File: src/bwm_pkg.sv
// shared constants of the breaker wear monitor
package bwm_pkg;
  localparam int OPS_W = 18;
  localparam int CUR_W = 16;
  localparam int TIME_W = 32;
  localparam int LOG_DEPTH = 12;
  localparam int CLK_PERIOD_NS = 5;
  localparam int MS_NS = 1000000;
  localparam int MS_CYCLES = MS_NS / CLK_PERIOD_NS;
  // register byte offsets
  localparam logic [7:0] OFF_CTRL = 8'h00;
  localparam logic [7:0] OFF_START = 8'h04;
  localparam logic [7:0] OFF_A1_SET = 8'h08;
  localparam logic [7:0] OFF_A2_SET = 8'h0C;
  localparam logic [7:0] OFF_STATUS = 8'h10;
  localparam logic [7:0] OFF_OPEN_CNT = 8'h14;
  localparam logic [7:0] OFF_A1_CNT = 8'h18;
  localparam logic [7:0] OFF_A2_CNT = 8'h1C;
  localparam logic [7:0] OFF_LEFT_A = 8'h20;
  localparam logic [7:0] OFF_LEFT_B = 8'h24;
  localparam logic [7:0] OFF_LEFT_C = 8'h28;
  localparam logic [7:0] OFF_IRQ_STAT = 8'h2C;
  localparam logic [7:0] OFF_IRQ_MASK = 8'h30;
  localparam logic [7:0] OFF_TIME = 8'h34;
  localparam logic [7:0] OFF_LOG_SEL = 8'h38;
  localparam logic [7:0] OFF_LOG_CNT = 8'h3C;
  localparam logic [7:0] OFF_LOG_BASE = 8'h40;
  localparam int LOG_WORDS = 11;
  // control bits
  localparam int CTRL_A1_EN = 0;
  localparam int CTRL_A2_EN = 1;
  localparam int CTRL_SEL_ON = 2;
  localparam int CTRL_SEL_OFF = 3;
  localparam int CTRL_CNT_CLR = 4;
  localparam int CTRL_RELOAD = 5;
  localparam logic [3:0] CTRL_RST = 4'hC;
  // interrupt status bits
  localparam int IRQ_TRIG = 0;
  localparam int IRQ_A1_ON = 1;
  localparam int IRQ_A1_OFF = 2;
  localparam int IRQ_A2_ON = 3;
  localparam int IRQ_A2_OFF = 4;
  localparam int IRQ_W = 5;
  // reset values of settings
  localparam logic [OPS_W-1:0] START_RST = 18'h0C350;
  localparam logic [OPS_W-1:0] A1_SET_RST = 18'h003E8;
  localparam logic [OPS_W-1:0] A2_SET_RST = 18'h00064;
  // condition codes and logged event codes
  localparam logic [1:0] COND_NORMAL = 2'h0;
  localparam logic [1:0] COND_A1 = 2'h1;
  localparam logic [1:0] COND_A2 = 2'h2;
  localparam logic [1:0] EV_TRIG = 2'h0;
  localparam logic [1:0] EV_A1_ON = 2'h1;
  localparam logic [1:0] EV_A2_ON = 2'h2;
  localparam int REC_W = TIME_W + 2 + 3 * CUR_W + 6 * OPS_W;
endpackage : bwm_pkg

File: src/bwm_top.sv
// breaker wear monitor: remaining operations, alarms, events, record log, APB registers
// Notes on behaviour
// alarm 1 on while any phase's remaining count is below the alarm 1 threshold
// alarm 2 on while any phase's remaining count is below the alarm 2 threshold
// condition reads normal, alarm 1 active or alarm 2 active
// resettable counters of opens, alarm 1 and alarm 2 occurrences, one per occurrence
// each phase keeps its own readable remaining count
// events: triggered, alarm 1 on/off, alarm 2 on/off
// selection passes ON events, OFF events or both to the event outputs
// every event carries a millisecond time stamp
// log keeps the twelve most recent records
// only ON events write a record, capturing process data
// record: time, event, trigger currents, deducted and remaining per phase
// alarm and trigger levels are direct outputs
// breaker open command starts a calculation, sampling all three currents
// each deduction subtracts cumulatively from that phase's remaining count
// each alarm level can be disabled; disabled never asserts
// a full log overwrites its oldest record
// alarm clears with OFF event once all phases are back at or above threshold
`timescale 1ns/10ps
module bwm_top
  import bwm_pkg::*;
#(
  parameter int MS_DIV = MS_CYCLES
)(
  input  wire logic              pclk,
  input  wire logic              presetn,
  input  wire logic              psel,
  input  wire logic              penable,
  input  wire logic              pwrite,
  input  wire logic [7:0]        paddr,
  input  wire logic [31:0]       pwdata,
  output logic      [31:0]       prdata,
  output logic                   pready,
  output logic                   pslverr,
  input  wire logic              open_cmd,
  input  wire logic [CUR_W-1:0]  cur_phase_a,
  input  wire logic [CUR_W-1:0]  cur_phase_b,
  input  wire logic [CUR_W-1:0]  cur_phase_c,
  input  wire logic [OPS_W-1:0]  ded_phase_a,
  input  wire logic [OPS_W-1:0]  ded_phase_b,
  input  wire logic [OPS_W-1:0]  ded_phase_c,
  output logic                   alarm1,
  output logic                   alarm2,
  output logic                   trig_out,
  output logic                   evt_trig,
  output logic                   evt_a1_on,
  output logic                   evt_a1_off,
  output logic                   evt_a2_on,
  output logic                   evt_a2_off,
  output logic      [TIME_W-1:0] evt_time,
  output logic                   irq
);
  logic [3:0]        ctrl;
  logic [OPS_W-1:0]  start_ops, a1_set, a2_set;
  logic [OPS_W-1:0]  left [3];
  logic [OPS_W-1:0]  ded_q [3];
  logic [CUR_W-1:0]  cur_q [3];
  logic [31:0]       open_cnt, a1_cnt, a2_cnt;
  logic [IRQ_W-1:0]  irq_stat, irq_mask;
  logic [TIME_W-1:0] now_ms;
  logic [31:0]       div_cnt;
  logic [3:0]        log_sel;
  logic [2:0]        pend;
  logic              open_s1, open_s2, open_s3;

  // apb decode; writes take effect on the edge that completes the access
  wire        acc      = psel & penable;
  wire        wr_en    = acc & pready & pwrite;
  wire        wr_ctrl  = wr_en & (paddr == OFF_CTRL);
  wire        cnt_clr  = wr_ctrl & pwdata[CTRL_CNT_CLR];
  wire        reload   = wr_ctrl & pwdata[CTRL_RELOAD];
  wire        sel_on   = ctrl[CTRL_SEL_ON];
  wire        sel_off  = ctrl[CTRL_SEL_OFF];
  wire [7:0]  log_off  = paddr - OFF_LOG_BASE;
  wire        log_hit  = (paddr >= OFF_LOG_BASE) && (log_off < 8'(4 * LOG_WORDS)) && (paddr[1:0] == 2'h0);
  wire        ms_tick  = (div_cnt == 32'(MS_DIV - 1));

  // rising edge of the synchronised open command starts a calculation
  wire trig = open_s2 & ~open_s3;

  function automatic logic any_below(input logic [OPS_W-1:0] a, b, c, thr);
    return (a < thr) || (b < thr) || (c < thr);
  endfunction : any_below

  function automatic logic [OPS_W-1:0] sat_sub(input logic [OPS_W-1:0] v, d);
    return (d > v) ? '0 : v - d;
  endfunction : sat_sub

  wire next_alarm1 = ctrl[CTRL_A1_EN] & any_below(left[0], left[1], left[2], a1_set);
  wire next_alarm2 = ctrl[CTRL_A2_EN] & any_below(left[0], left[1], left[2], a2_set);
  wire a1_on  = next_alarm1 & ~alarm1;
  wire a1_off = ~next_alarm1 & alarm1;
  wire a2_on  = next_alarm2 & ~alarm2;
  wire a2_off = ~next_alarm2 & alarm2;
  wire [1:0] cond = alarm2 ? COND_A2 : (alarm1 ? COND_A1 : COND_NORMAL);

  wire [IRQ_W-1:0] ev_vec = {a2_off, a2_on, a1_off, a1_on, trig};
  wire [IRQ_W-1:0] irq_clr = (wr_en && paddr == OFF_IRQ_STAT) ? pwdata[IRQ_W-1:0] : '0;
  wire [IRQ_W-1:0] next_irq_stat = (irq_stat & ~irq_clr) | ev_vec;
  // a mask written in this cycle already counts, so irq never lags the register pair
  wire [IRQ_W-1:0] next_irq_mask = (wr_en && paddr == OFF_IRQ_MASK) ? pwdata[IRQ_W-1:0] : irq_mask;

  // one record per cycle; simultaneous ON events wait in pend, trigger first
  wire [2:0] new_on = {a2_on, a1_on, trig};
  wire [2:0] grant  = pend[0] ? 3'h1 : (pend[1] ? 3'h2 : (pend[2] ? 3'h4 : 3'h0));
  wire [2:0] next_pend = (pend & ~grant) | new_on;
  wire       log_wr = |grant;
  wire [1:0] log_ev = grant[0] ? EV_TRIG : (grant[1] ? EV_A1_ON : EV_A2_ON);
  wire [REC_W-1:0] log_wdata = {now_ms, log_ev, cur_q[0], cur_q[1], cur_q[2],
                                ded_q[0], ded_q[1], ded_q[2], left[0], left[1], left[2]};
  wire [REC_W-1:0] log_rdata;
  wire [3:0]       log_cnt;

  bwm_log #(
    .DEPTH (LOG_DEPTH),
    .W     (REC_W)
  ) u_log (
    .pclk    (pclk),
    .presetn (presetn),
    .wr      (log_wr),
    .wdata   (log_wdata),
    .rd_idx  (log_sel),
    .rdata   (log_rdata),
    .count   (log_cnt)
  );

  // log words from the top: time, event, currents a..c, deducted a..c, left a..c
  wire [3:0]  log_word = log_off[5:2];
  wire [31:0] log_word_data =
    (log_word == 4'h0) ? log_rdata[REC_W-1 -: TIME_W] :
    (log_word == 4'h1) ? 32'(log_rdata[REC_W-TIME_W-1 -: 2]) :
    (log_word <= 4'h4) ? 32'(log_rdata[6*OPS_W + (4-log_word)*CUR_W +: CUR_W]) :
    (log_word <= 4'h7) ? 32'(log_rdata[3*OPS_W + (7-log_word)*OPS_W +: OPS_W]) :
                         32'(log_rdata[(10-log_word)*OPS_W +: OPS_W]);

  wire        reg_hit = (paddr <= OFF_LOG_CNT) && (paddr[1:0] == 2'h0);
  wire [31:0] reg_data =
    (paddr == OFF_CTRL)     ? 32'(ctrl) :
    (paddr == OFF_START)    ? 32'(start_ops) :
    (paddr == OFF_A1_SET)   ? 32'(a1_set) :
    (paddr == OFF_A2_SET)   ? 32'(a2_set) :
    (paddr == OFF_STATUS)   ? {27'h0, trig_out, alarm2, alarm1, cond} :
    (paddr == OFF_OPEN_CNT) ? open_cnt :
    (paddr == OFF_A1_CNT)   ? a1_cnt :
    (paddr == OFF_A2_CNT)   ? a2_cnt :
    (paddr == OFF_LEFT_A)   ? 32'(left[0]) :
    (paddr == OFF_LEFT_B)   ? 32'(left[1]) :
    (paddr == OFF_LEFT_C)   ? 32'(left[2]) :
    (paddr == OFF_IRQ_STAT) ? 32'(irq_stat) :
    (paddr == OFF_IRQ_MASK) ? 32'(irq_mask) :
    (paddr == OFF_TIME)     ? now_ms :
    (paddr == OFF_LOG_SEL)  ? 32'(log_sel) :
                              32'(log_cnt);
  wire [31:0] next_prdata = log_hit ? log_word_data : (reg_hit ? reg_data : 32'h0);

  // one wait state: pready rises the cycle after penable
  always_ff @(posedge pclk or negedge presetn)
    if (!presetn)
    begin
      pready  <= 1'b0;
      pslverr <= 1'b0;
      prdata  <= 32'h0;
    end
    else
    begin
      pready  <= acc & ~pready;
      pslverr <= acc & ~pready & ~(reg_hit | log_hit);
      prdata  <= (acc & ~pready & ~pwrite) ? next_prdata : 32'h0;
    end

  // settings
  always_ff @(posedge pclk or negedge presetn)
    if (!presetn)
    begin
      ctrl      <= CTRL_RST;
      start_ops <= START_RST;
      a1_set    <= A1_SET_RST;
      a2_set    <= A2_SET_RST;
      irq_mask  <= '0;
      log_sel   <= 4'h0;
    end
    else if (wr_en)
    begin
      if (paddr == OFF_CTRL)     ctrl      <= pwdata[3:0];
      if (paddr == OFF_START)    start_ops <= pwdata[OPS_W-1:0];
      if (paddr == OFF_A1_SET)   a1_set    <= pwdata[OPS_W-1:0];
      if (paddr == OFF_A2_SET)   a2_set    <= pwdata[OPS_W-1:0];
      if (paddr == OFF_IRQ_MASK) irq_mask  <= pwdata[IRQ_W-1:0];
      if (paddr == OFF_LOG_SEL)  log_sel   <= pwdata[3:0];
    end

  // millisecond time base; software may preset the clock
  always_ff @(posedge pclk or negedge presetn)
    if (!presetn)
    begin
      div_cnt <= 32'h0;
      now_ms  <= '0;
    end
    else
    begin
      div_cnt <= ms_tick ? 32'h0 : div_cnt + 32'h1;
      if (wr_en && paddr == OFF_TIME)
        now_ms <= pwdata;
      else if (ms_tick)
        now_ms <= now_ms + 32'h1;
    end

  // open command is a pin: two flops before any logic
  always_ff @(posedge pclk or negedge presetn)
    if (!presetn)
    begin
      open_s1 <= 1'b0;
      open_s2 <= 1'b0;
      open_s3 <= 1'b0;
    end
    else
    begin
      open_s1 <= open_cmd;
      open_s2 <= open_s1;
      open_s3 <= open_s2;
    end

  // per-phase remaining count, trigger data capture
  for (genvar p = 0; p < 3; p++)
  begin : g_phase
    wire [CUR_W-1:0] cur_in = (p == 0) ? cur_phase_a : ((p == 1) ? cur_phase_b : cur_phase_c);
    wire [OPS_W-1:0] ded_in = (p == 0) ? ded_phase_a : ((p == 1) ? ded_phase_b : ded_phase_c);
    always_ff @(posedge pclk or negedge presetn)
      if (!presetn)
      begin
        left[p]  <= START_RST;
        cur_q[p] <= '0;
        ded_q[p] <= '0;
      end
      else if (reload)
        left[p] <= start_ops;
      else if (trig)
      begin
        left[p]  <= sat_sub(left[p], ded_in);
        cur_q[p] <= cur_in;
        ded_q[p] <= ded_in;
      end
  end

  // counters clear first, so an occurrence in the clearing cycle still counts
  always_ff @(posedge pclk or negedge presetn)
    if (!presetn)
    begin
      open_cnt <= 32'h0;
      a1_cnt   <= 32'h0;
      a2_cnt   <= 32'h0;
    end
    else
    begin
      open_cnt <= (cnt_clr ? 32'h0 : open_cnt) + 32'(trig);
      a1_cnt   <= (cnt_clr ? 32'h0 : a1_cnt) + 32'(a1_on);
      a2_cnt   <= (cnt_clr ? 32'h0 : a2_cnt) + 32'(a2_on);
    end

  // alarm levels, direct outputs, events and interrupt
  always_ff @(posedge pclk or negedge presetn)
    if (!presetn)
    begin
      alarm1     <= 1'b0;
      alarm2     <= 1'b0;
      trig_out   <= 1'b0;
      evt_trig   <= 1'b0;
      evt_a1_on  <= 1'b0;
      evt_a1_off <= 1'b0;
      evt_a2_on  <= 1'b0;
      evt_a2_off <= 1'b0;
      evt_time   <= '0;
      irq_stat   <= '0;
      irq        <= 1'b0;
      pend       <= 3'h0;
    end
    else
    begin
      alarm1     <= next_alarm1;
      alarm2     <= next_alarm2;
      trig_out   <= trig;
      evt_trig   <= trig & sel_on;
      evt_a1_on  <= a1_on & sel_on;
      evt_a1_off <= a1_off & sel_off;
      evt_a2_on  <= a2_on & sel_on;
      evt_a2_off <= a2_off & sel_off;
      evt_time   <= now_ms;
      irq_stat   <= next_irq_stat;
      irq        <= |(next_irq_stat & next_irq_mask);
      pend       <= next_pend;
    end
endmodule : bwm_top

File: src/bwm_log.sv
// ring of the most recent operation records
`timescale 1ns/10ps
module bwm_log
  import bwm_pkg::*;
#(
  parameter int DEPTH = LOG_DEPTH,
  parameter int W     = REC_W
)(
  input  wire logic         pclk,
  input  wire logic         presetn,
  input  wire logic         wr,
  input  wire logic [W-1:0] wdata,
  input  wire logic [3:0]   rd_idx,
  output logic      [W-1:0] rdata,
  output logic      [3:0]   count
);
  logic [W-1:0] mem [DEPTH];
  logic [3:0]   wptr;
  logic [4:0]   back;
  logic [3:0]   raddr;

  // index 0 is the newest record; the oldest is overwritten when full
  assign back  = 5'(wptr) + 5'(DEPTH) - 5'(rd_idx) - 5'h01;
  assign raddr = (back >= 5'(DEPTH)) ? 4'(back - 5'(DEPTH)) : back[3:0];
  assign rdata = (rd_idx < count) ? mem[raddr] : '0;

  always_ff @(posedge pclk)
    if (wr)
      mem[wptr] <= wdata;

  always_ff @(posedge pclk or negedge presetn)
    if (!presetn)
    begin
      wptr  <= 4'h0;
      count <= 4'h0;
    end
    else if (wr)
    begin
      wptr  <= (wptr == 4'(DEPTH - 1)) ? 4'h0 : wptr + 4'h1;
      count <= (count == 4'(DEPTH)) ? count : count + 4'h1;
    end
endmodule : bwm_log

File: config.mk
export PLATFORM = sky130hd
export DESIGN_NAME = bwm_top
export DESIGN_NICKNAME = d
export VERILOG_FILES = /design/src/bwm_pkg.sv /design/src/bwm_top.sv /design/src/bwm_log.sv
export SDC_FILE = /design/constraint.sdc
export NUM_CORES = 2
export LEC_CHECK = 0
export BUFFER_PORTS_ARGS = -buffer_cell sky130_fd_sc_hd__buf_2
export CAP_MARGIN = 5
export CORE_ASPECT_RATIO = 0.75
export CORE_UTILIZATION = 32
export CTS_BUF_LIST = sky130_fd_sc_hd__clkbuf_8
export DETAILED_ROUTE_END_ITERATION = 7
export GPL_ROUTABILITY_DRIVEN = 0
export PLACE_DENSITY_LB_ADDON = 0.05
export SLEW_MARGIN = 20
export SYNTH_ARGS = -nofsm -noshare
export SYNTH_HDL_FRONTEND = slang
export SYNTH_HIERARCHICAL = 1
export SYNTH_SLANG_ARGS = --single-unit
File: constraint.sdc
create_clock -name pclk -period 20.2 [get_ports pclk]
set_input_delay 3.03 -clock pclk [delete_from_list [all_inputs] [get_ports pclk]]
set_output_delay 3.03 -clock pclk [all_outputs]
set_load 0.005 [all_outputs]
After elaboration in Yosys (flattened, before gate mapping). Memory sizes are Yosys's and may differ from the RTL's. Cells that the tools add are included. W data, S select, Z words.

Memory bits (writable): 2280. Latch bits: 0. Logic and storage cells: 215. Output and inout bits: 75. Register bits: 477. Memories kept: 1. Memory bits (read-only): 0.

Memory list: u_log.mem (words 12, width 190, rd ports 1, clocked after memory_dff 0, wr ports 1, line bwm_log.sv:17) `logic [W-1:0] mem [DEPTH];`.

Div/mod/pow operators: 0. $lt $le $gt $ge: 16. Mux-type cells: 51. Bitwise operators: 39. $add $sub $neg: 20. Equal/unequal tests: 18. Reduce and logical (&&, ||, !) cells: 25. Multipliers: 2. Shifts and indexed selects: 3.

Operator list (number): $mux W32 (24); $shiftx A190 B33 Y18 (2); $mux W18 (12); $mux W190 (1); $shiftx A190 B33 Y16 (1); $lt A18 B18 Y1 (6); $add A32 B1 Y32 (3); $add A32 B1 Y32 const B (2); $mul A32 B4 Y31 const B (2); $eq A8 B6 Y1 const B (7); $gt A18 B18 Y1 (3); $sub A18 B18 Y18 (3); $add A6 B32 Y32 const A (1); $eq A32 B18 Y1 const B (1); $eq A8 B5 Y1 const B (4); $and A1 B1 Y1 (21); $eq A8 B4 Y1 const B (2); $reduce_and A2 Y1 (8); $mux W4 (3); $add A8 B9 Y10 const A (1); $and A5 B5 Y5 (2); $mux W5 (2); $not A1 Y1 (10); $sub A3 B4 Y5 const A (2); other kinds (33) (51).

Logic depth before layout (Yosys ltp).
Depth after elaboration: 19. Depth in mapped cells: 28.

Hierarchy. The synthesis kept the hierarchy.

Modules (own cells, without submodules): bwm_log (cells an instance 4003, instances 1, area an instance 88157.0 µm²); bwm_top (cells an instance 4074, instances 1, area an instance 36369.9 µm²).

Worst setup path before layout. OpenSTA, ideal clock, no wires.

Path kind: register to register. Start: register pend[0]. End: memory u_log/mem[11][0] (netlist name), enable pin. Data required time: 19188 ps. Arrival time: 14734 ps. Slack: 4454 ps. Stages on the path, launching flop included: 5. Library setup time: 1012 ps. Cells stage by stage: dfrtp_1 -> or3_1 -> clkbuf_1 -> nand2_1 -> nor3b_1.

Cells in the longest elaborated chain, start to end: 4.

RTL lines: from (decl) (line bwm_top.sv:64) `logic [2:0] pend;`; from (signal assigned) (line bwm_top.sv:291) `pend <= next_pend;`; $mux W3 (line bwm_top.sv:106) `wire [2:0] grant = pend[0] ? 3'h1 : (pend[1] ? 3'h2 : (pend[2] ? 3'h4 : 3'h0));`; $reduce_or A3 Y1 (line bwm_top.sv:108) `wire log_wr = |grant;`; via log_wr (line bwm_top.sv:108); $mux W1 (line bwm_log.sv:28) `if (wr)`; $mux W1 (implied by the code) (line bwm_log.sv:29) `mem[wptr] <= wdata;`; to (decl) (line bwm_log.sv:17).

The timed path passes the listed nets, and every way through them passes these cells.

Final worst setup path.
Start: register log_sel[1]. End: register prdata[14].

Cells in the longest elaborated chain, start to end: 13. Elaborated cells on any way between the ends: 17. Classes of those cells: 3 x add/sub; 2 x order compare; 3 x shift; 8 x mux; 1 x memory.

RTL lines: from (decl) (line bwm_top.sv:63) `logic [3:0] log_sel;`; from (signal assigned) (line bwm_top.sv:190) `if (paddr == OFF_LOG_SEL) log_sel <= pwdata[3:0];`; $sub A5 B4 Y5 (line bwm_log.sv:23) `assign back = 5'(wptr) + 5'(DEPTH) - 5'(rd_idx) - 5'h01;`; $sub A5 B1 Y5 (line bwm_log.sv:23); $sub A4 B4 Y4 or $ge A5 B4 Y1 (tied branches) (line bwm_log.sv:24) `assign raddr = (back >= 5'(DEPTH)) ? 4'(back - 5'(DEPTH)) : back[3:0];`; $mux W4 (line bwm_log.sv:24); $mem_v2 Z12 W190; $mux W190 * (line bwm_log.sv:25) `assign rdata = (rd_idx < count) ? mem[raddr] : '0;`; via log_rdata[44] (line bwm_top.sv:112) `wire [REC_W-1:0] log_rdata;`; $shiftx A190 B33 Y18 (on tied branches) (line bwm_top.sv:135, bwm_top.sv:134); $mux W18 (line bwm_top.sv:134) `(log_word <= 4'h7) ? 32'(log_rdata[3*OPS_W + (7-log_word)*OPS_W +: OPS_W]) :`; $mux W18 * (line bwm_top.sv:133) `(log_word <= 4'h4) ? 32'(log_rdata[6*OPS_W + (4-log_word)*CUR_W +: CUR_W]) :`; $mux W18 * (line bwm_top.sv:132) `(log_word == 4'h1) ? 32'(log_rdata[REC_W-TIME_W-1 -: 2]) :`; $mux W32 * (line bwm_top.sv:131) `(log_word == 4'h0) ? log_rdata[REC_W-1 -: TIME_W] :`; $mux W32 * (line bwm_top.sv:155) `wire [31:0] next_prdata = log_hit ? log_word_data : (reg_hit ? reg_data : 32'h0);`; $mux W32 * (line bwm_top.sv:169) `prdata <= (acc & ~pready & ~pwrite) ? next_prdata : 32'h0;`; to (signal assigned) (line bwm_top.sv:169); to (decl) (line bwm_top.sv:33) `output logic [31:0] prdata,`.

Mark *: on every way through the listed nets, which the timed path passes. The rest lies on a longest branch. A chain may end at the register's enable or synchronous reset.

==> results.txt <==
The flow ran to the end, but the final reports show violations. The checks that failed: design-rule violations. The run gives 0 as the total congestion overflow after global routing. For the finished layout, the period the worst path requires is 8.584 ns. TritonCTS built the clock tree. The analysis attributes to cell leakage a power of 49.62 nW. Between clock sinks in the finished design, the worst skew comes to 0.1110 ns. The portion of synthesized cell area occupied by the leading cell type works out to 0.5498.

The top cell types in the final layout, fill and taps aside, are edfxtp_1 (2280), a21oi_1 (680), mux4_2 (646). The tools report the type of element launching the critical path as a register. The logs give 385800 µm² for the placeable core region and 0.1134 for the normalized max-slew margin. Setup repair after global routing left no endpoint under its margin.

For the final core utilization, the log shows 0.3683. In this design, the stage delay of the slowest critical-path cell is 0.88 ns. Entering global routing, the biggest net connects 172 pins. For the total chip power, the log shows 26.35 mW.

In the final design database the tool counted 8888 nets. The initial DRC count is 7928, and the number of antenna violations at the first check in global routing is 59. STA classifies the critical path endpoint as a register. Number of buffers added on ports: 222.

In this run the count of I/O pins placed on the die edge is 223. The number of gates resized after CTS was 0. The tree built by TritonCTS fans out to 2756 sinks. The first detailed-routing pass ran for 8 iterations.

The die is 722.3 µm wide. The post-route antenna net violation count was 0; the ratio of cells with drive above 1 in the final layout was 0.2487. Summed over all nets, the half-perimeter wirelength after detailed placement is 298200 µm. The tools report the buffer type at the clock tree root as clkbuf_8. Measured along the y axis, the die boundary spans 542.2 µm.

The tools report the number of max-slew violations in the final report as 0. The number of global-route vias before repair is 79860, and the total via count after detailed routing is 79400. Of all nets on the critical path, the largest fanout is 100.

The number of hold-slack violations in the final timing report came out at 0. The number of setup buffers added after CTS is 0. After synthesis, the cell types taking the most area are edfxtp_1 (55%), mux4_2 (12%), dfrtp_1 (8.9%).

The post-synthesis instance total was 8077. The most common cell after layout, fill and taps aside was edfxtp_1. The flip-flop and latch count after synthesis came out at 2756. For the pin with the worst max-slew slack, the measured transition is 1.330 ns.

For the worst-skew pair, the clock arrives at the later sink with an insertion delay of 1.23 ns. After detailed routing, the number of remaining DRC violations is 36. Clock-pin slew was measured on the worst setup and hold paths at 0.06 ns.

For this run, the number of Yosys warnings is 6. The area growth from synthesis to layout is 14.09%. VDD sags by at most 0.0002804 V. The sequential area share after synthesis is 0.6458, and the count of hold-fix buffers inserted at cts is 0. The final critical-path share of the clock period is 0.4250, and the mean routed wirelength per cell is 34.12 µm. The tools report the setup total negative slack as 0 ns. Walking the worst path, the cells encountered are inv_1 > ha_1 > ha_4 > buf_12 > buf_4 > buf_4 > buf_4 > mux4_2 > a21oi_1 > nor4_1 > mux2_2 > o21ai_0 > mux4_2 > o21ai_0 > a221oi_2 > a2111oi_1 > a211o_1.

In this run the worst hold path is classified as reg -> reg. Each instance of the synthesized netlist takes up on average 15.42 µm². Dividing the detail-routed via count by the number of cells gives 5.624. After detailed routing, the total wire length is 481800 µm. In this run the power density over the cells is 185.5 nW/µm². The post-synth net total came out at 8433.

The run gives 391700 µm² as the area enclosed by the die boundary. The cell area after synthesis was 124500 µm²; the number of flops mapped to enable cells by yosys was 2280. The worst setup path is of the reg -> reg kind. The largest area contributor in the synthesized netlist is edfxtp_1. The cell that appears most often on the critical path is buf_4. The tools report the final number of setup-violating endpoints as 0.

Counting along the longest clock path gives a buffer depth of 4. The number of buffers created by CTS was 461. At the worst endpoint, the arrival time is 9.73 ns. The H-tree was split into 5 levels.

The number of placement rows came out at 197. The wire length of the first global-routing pass was 666000 µm; the initial core utilization was 0.3228. The run gives 98 as the distinct cell type count after synthesis. In the synthesized netlist the dominant register cell turns out to be edfxtp_1. For the worst setup path, the data required time is 21.35 ns.

The max-cap check violation count came out at 0. The run gives 0.2416 as the overall track demand over capacity in global routing. The share of synthesized registers carrying an async set or reset came out at 0.1727. For this design, the slowest cell found on the critical path is nor4_1. The maximum frequency from static timing analysis was 116.5 MHz.
## Yosys cell counts (147+ instances only)
| master | count |
|---|---|
| mux2i_1 | 211 |
| buf_2 | 191 |
| nand2_1 | 404 |
| inv_1 | 147 |
| edfxtp_1 | 2280 |
| nor2_1 | 442 |
| dfrtp_1 | 441 |
| a21oi_1 | 680 |
| clkbuf_1 | 275 |
| o21ai_0 | 234 |
| mux4_2 | 646 |
| ha_1 | 202 |
| nor3_1 | 265 |
| mux2_2 | 194 |
## critical path: cells and delay by family (launching register included)
family                     cells  cell delay [ns]
muxes                          3             1.20
and+or+nand+nor                1             0.88
adders and majority gates      2             0.98
DFF                            1             0.43
buffers and inverters          5             2.75
AOI/OAI and AO/OA              6             1.71
## state kept, by name (all words and copies together), names as in the netlist, 4 cells and up
register and count:
a1_cnt 32, a1_set 18, a2_cnt 32, a2_set 18
ctrl 4, cur_q 48, ded_q 54, div_cnt 32
evt_time 32, irq_mask 5, irq_stat 5, left 54
log_sel 4, now_ms 32, open_cnt 32, prdata 32
start_ops 18, u_log/count 4, u_log/mem 2280, u_log/wptr 4
## final cells by class
cell class / instances / area, µm²
fillers: 36730 / 243700
clock inverters: 351 / 1878
flip-flops and latches: 2756 / 80420
inverters: 151 / 569.3
diodes: 15 / 37.54
well taps: 5174 / 6474
clock buffers: 510 / 7019
multi-input cells: 4635 / 41930
repair buffers: 527 / 3750
## metal layers
metal,global-route usage,share of wire,vias to the layer above
li1,-,-,33100
met1,0.3568,0.47,42720
met2,0.3663,0.44,2895
met3,0.04036,0.063,677
met4,0.06753,0.029,16
met5,0,0.00022,-
## final timing paths
path                       slack (ns)     endpoint  depth (start not counted)       start
min in group asynchronous        1.80  div_cnt[23]                          1     presetn
setup reg to reg                11.62   prdata[14]                         17  log_sel[1]
hold reg to reg                  0.35      open_s2                          0     open_s1
max in group asynchronous       15.03    ded_q[29]                          5     presetn
setup / recovery                11.62   prdata[14]                         17  log_sel[1]
hold / removal                   0.35      open_s2                          0     open_s1
## metrics by stage
stage               cells  hold WS, ns  setup WS [ns]  area, µm²
finish              14120       0.3528          11.62     142100
global route        14110       0.3566          11.43     142000
CTS                 14100       0.3558          11.81     142000
detailed placement  13240       0.3420          11.70     133100
global placement    13240       0.3478          11.59     133000
floorplan            8077       0.3312          4.454     124500
## power by group
group / total (mW) / leakage, nW / switching, mW / internal [mW]
registers: 6.63 / 26.1 / 0.166 / 6.46
logic: 14.9 / 18.3 / 10.3 / 4.59
clock network: 4.88 / 5.27 / 2.42 / 2.46
total: 26.4 / 49.6 / 12.8 / 13.5
## logic make-up after synthesis
group / synth area share
muxes: 0.1513
xor gates and xnor gates: 0.01407
DFF: 0.6458
AOI/OAI and AO/OA: 0.07108
adders and majority gates: 0.02126
buffers and inverters: 0.02432
and+or+nand+nor: 0.07213
(Power assumes the default switching activity.)
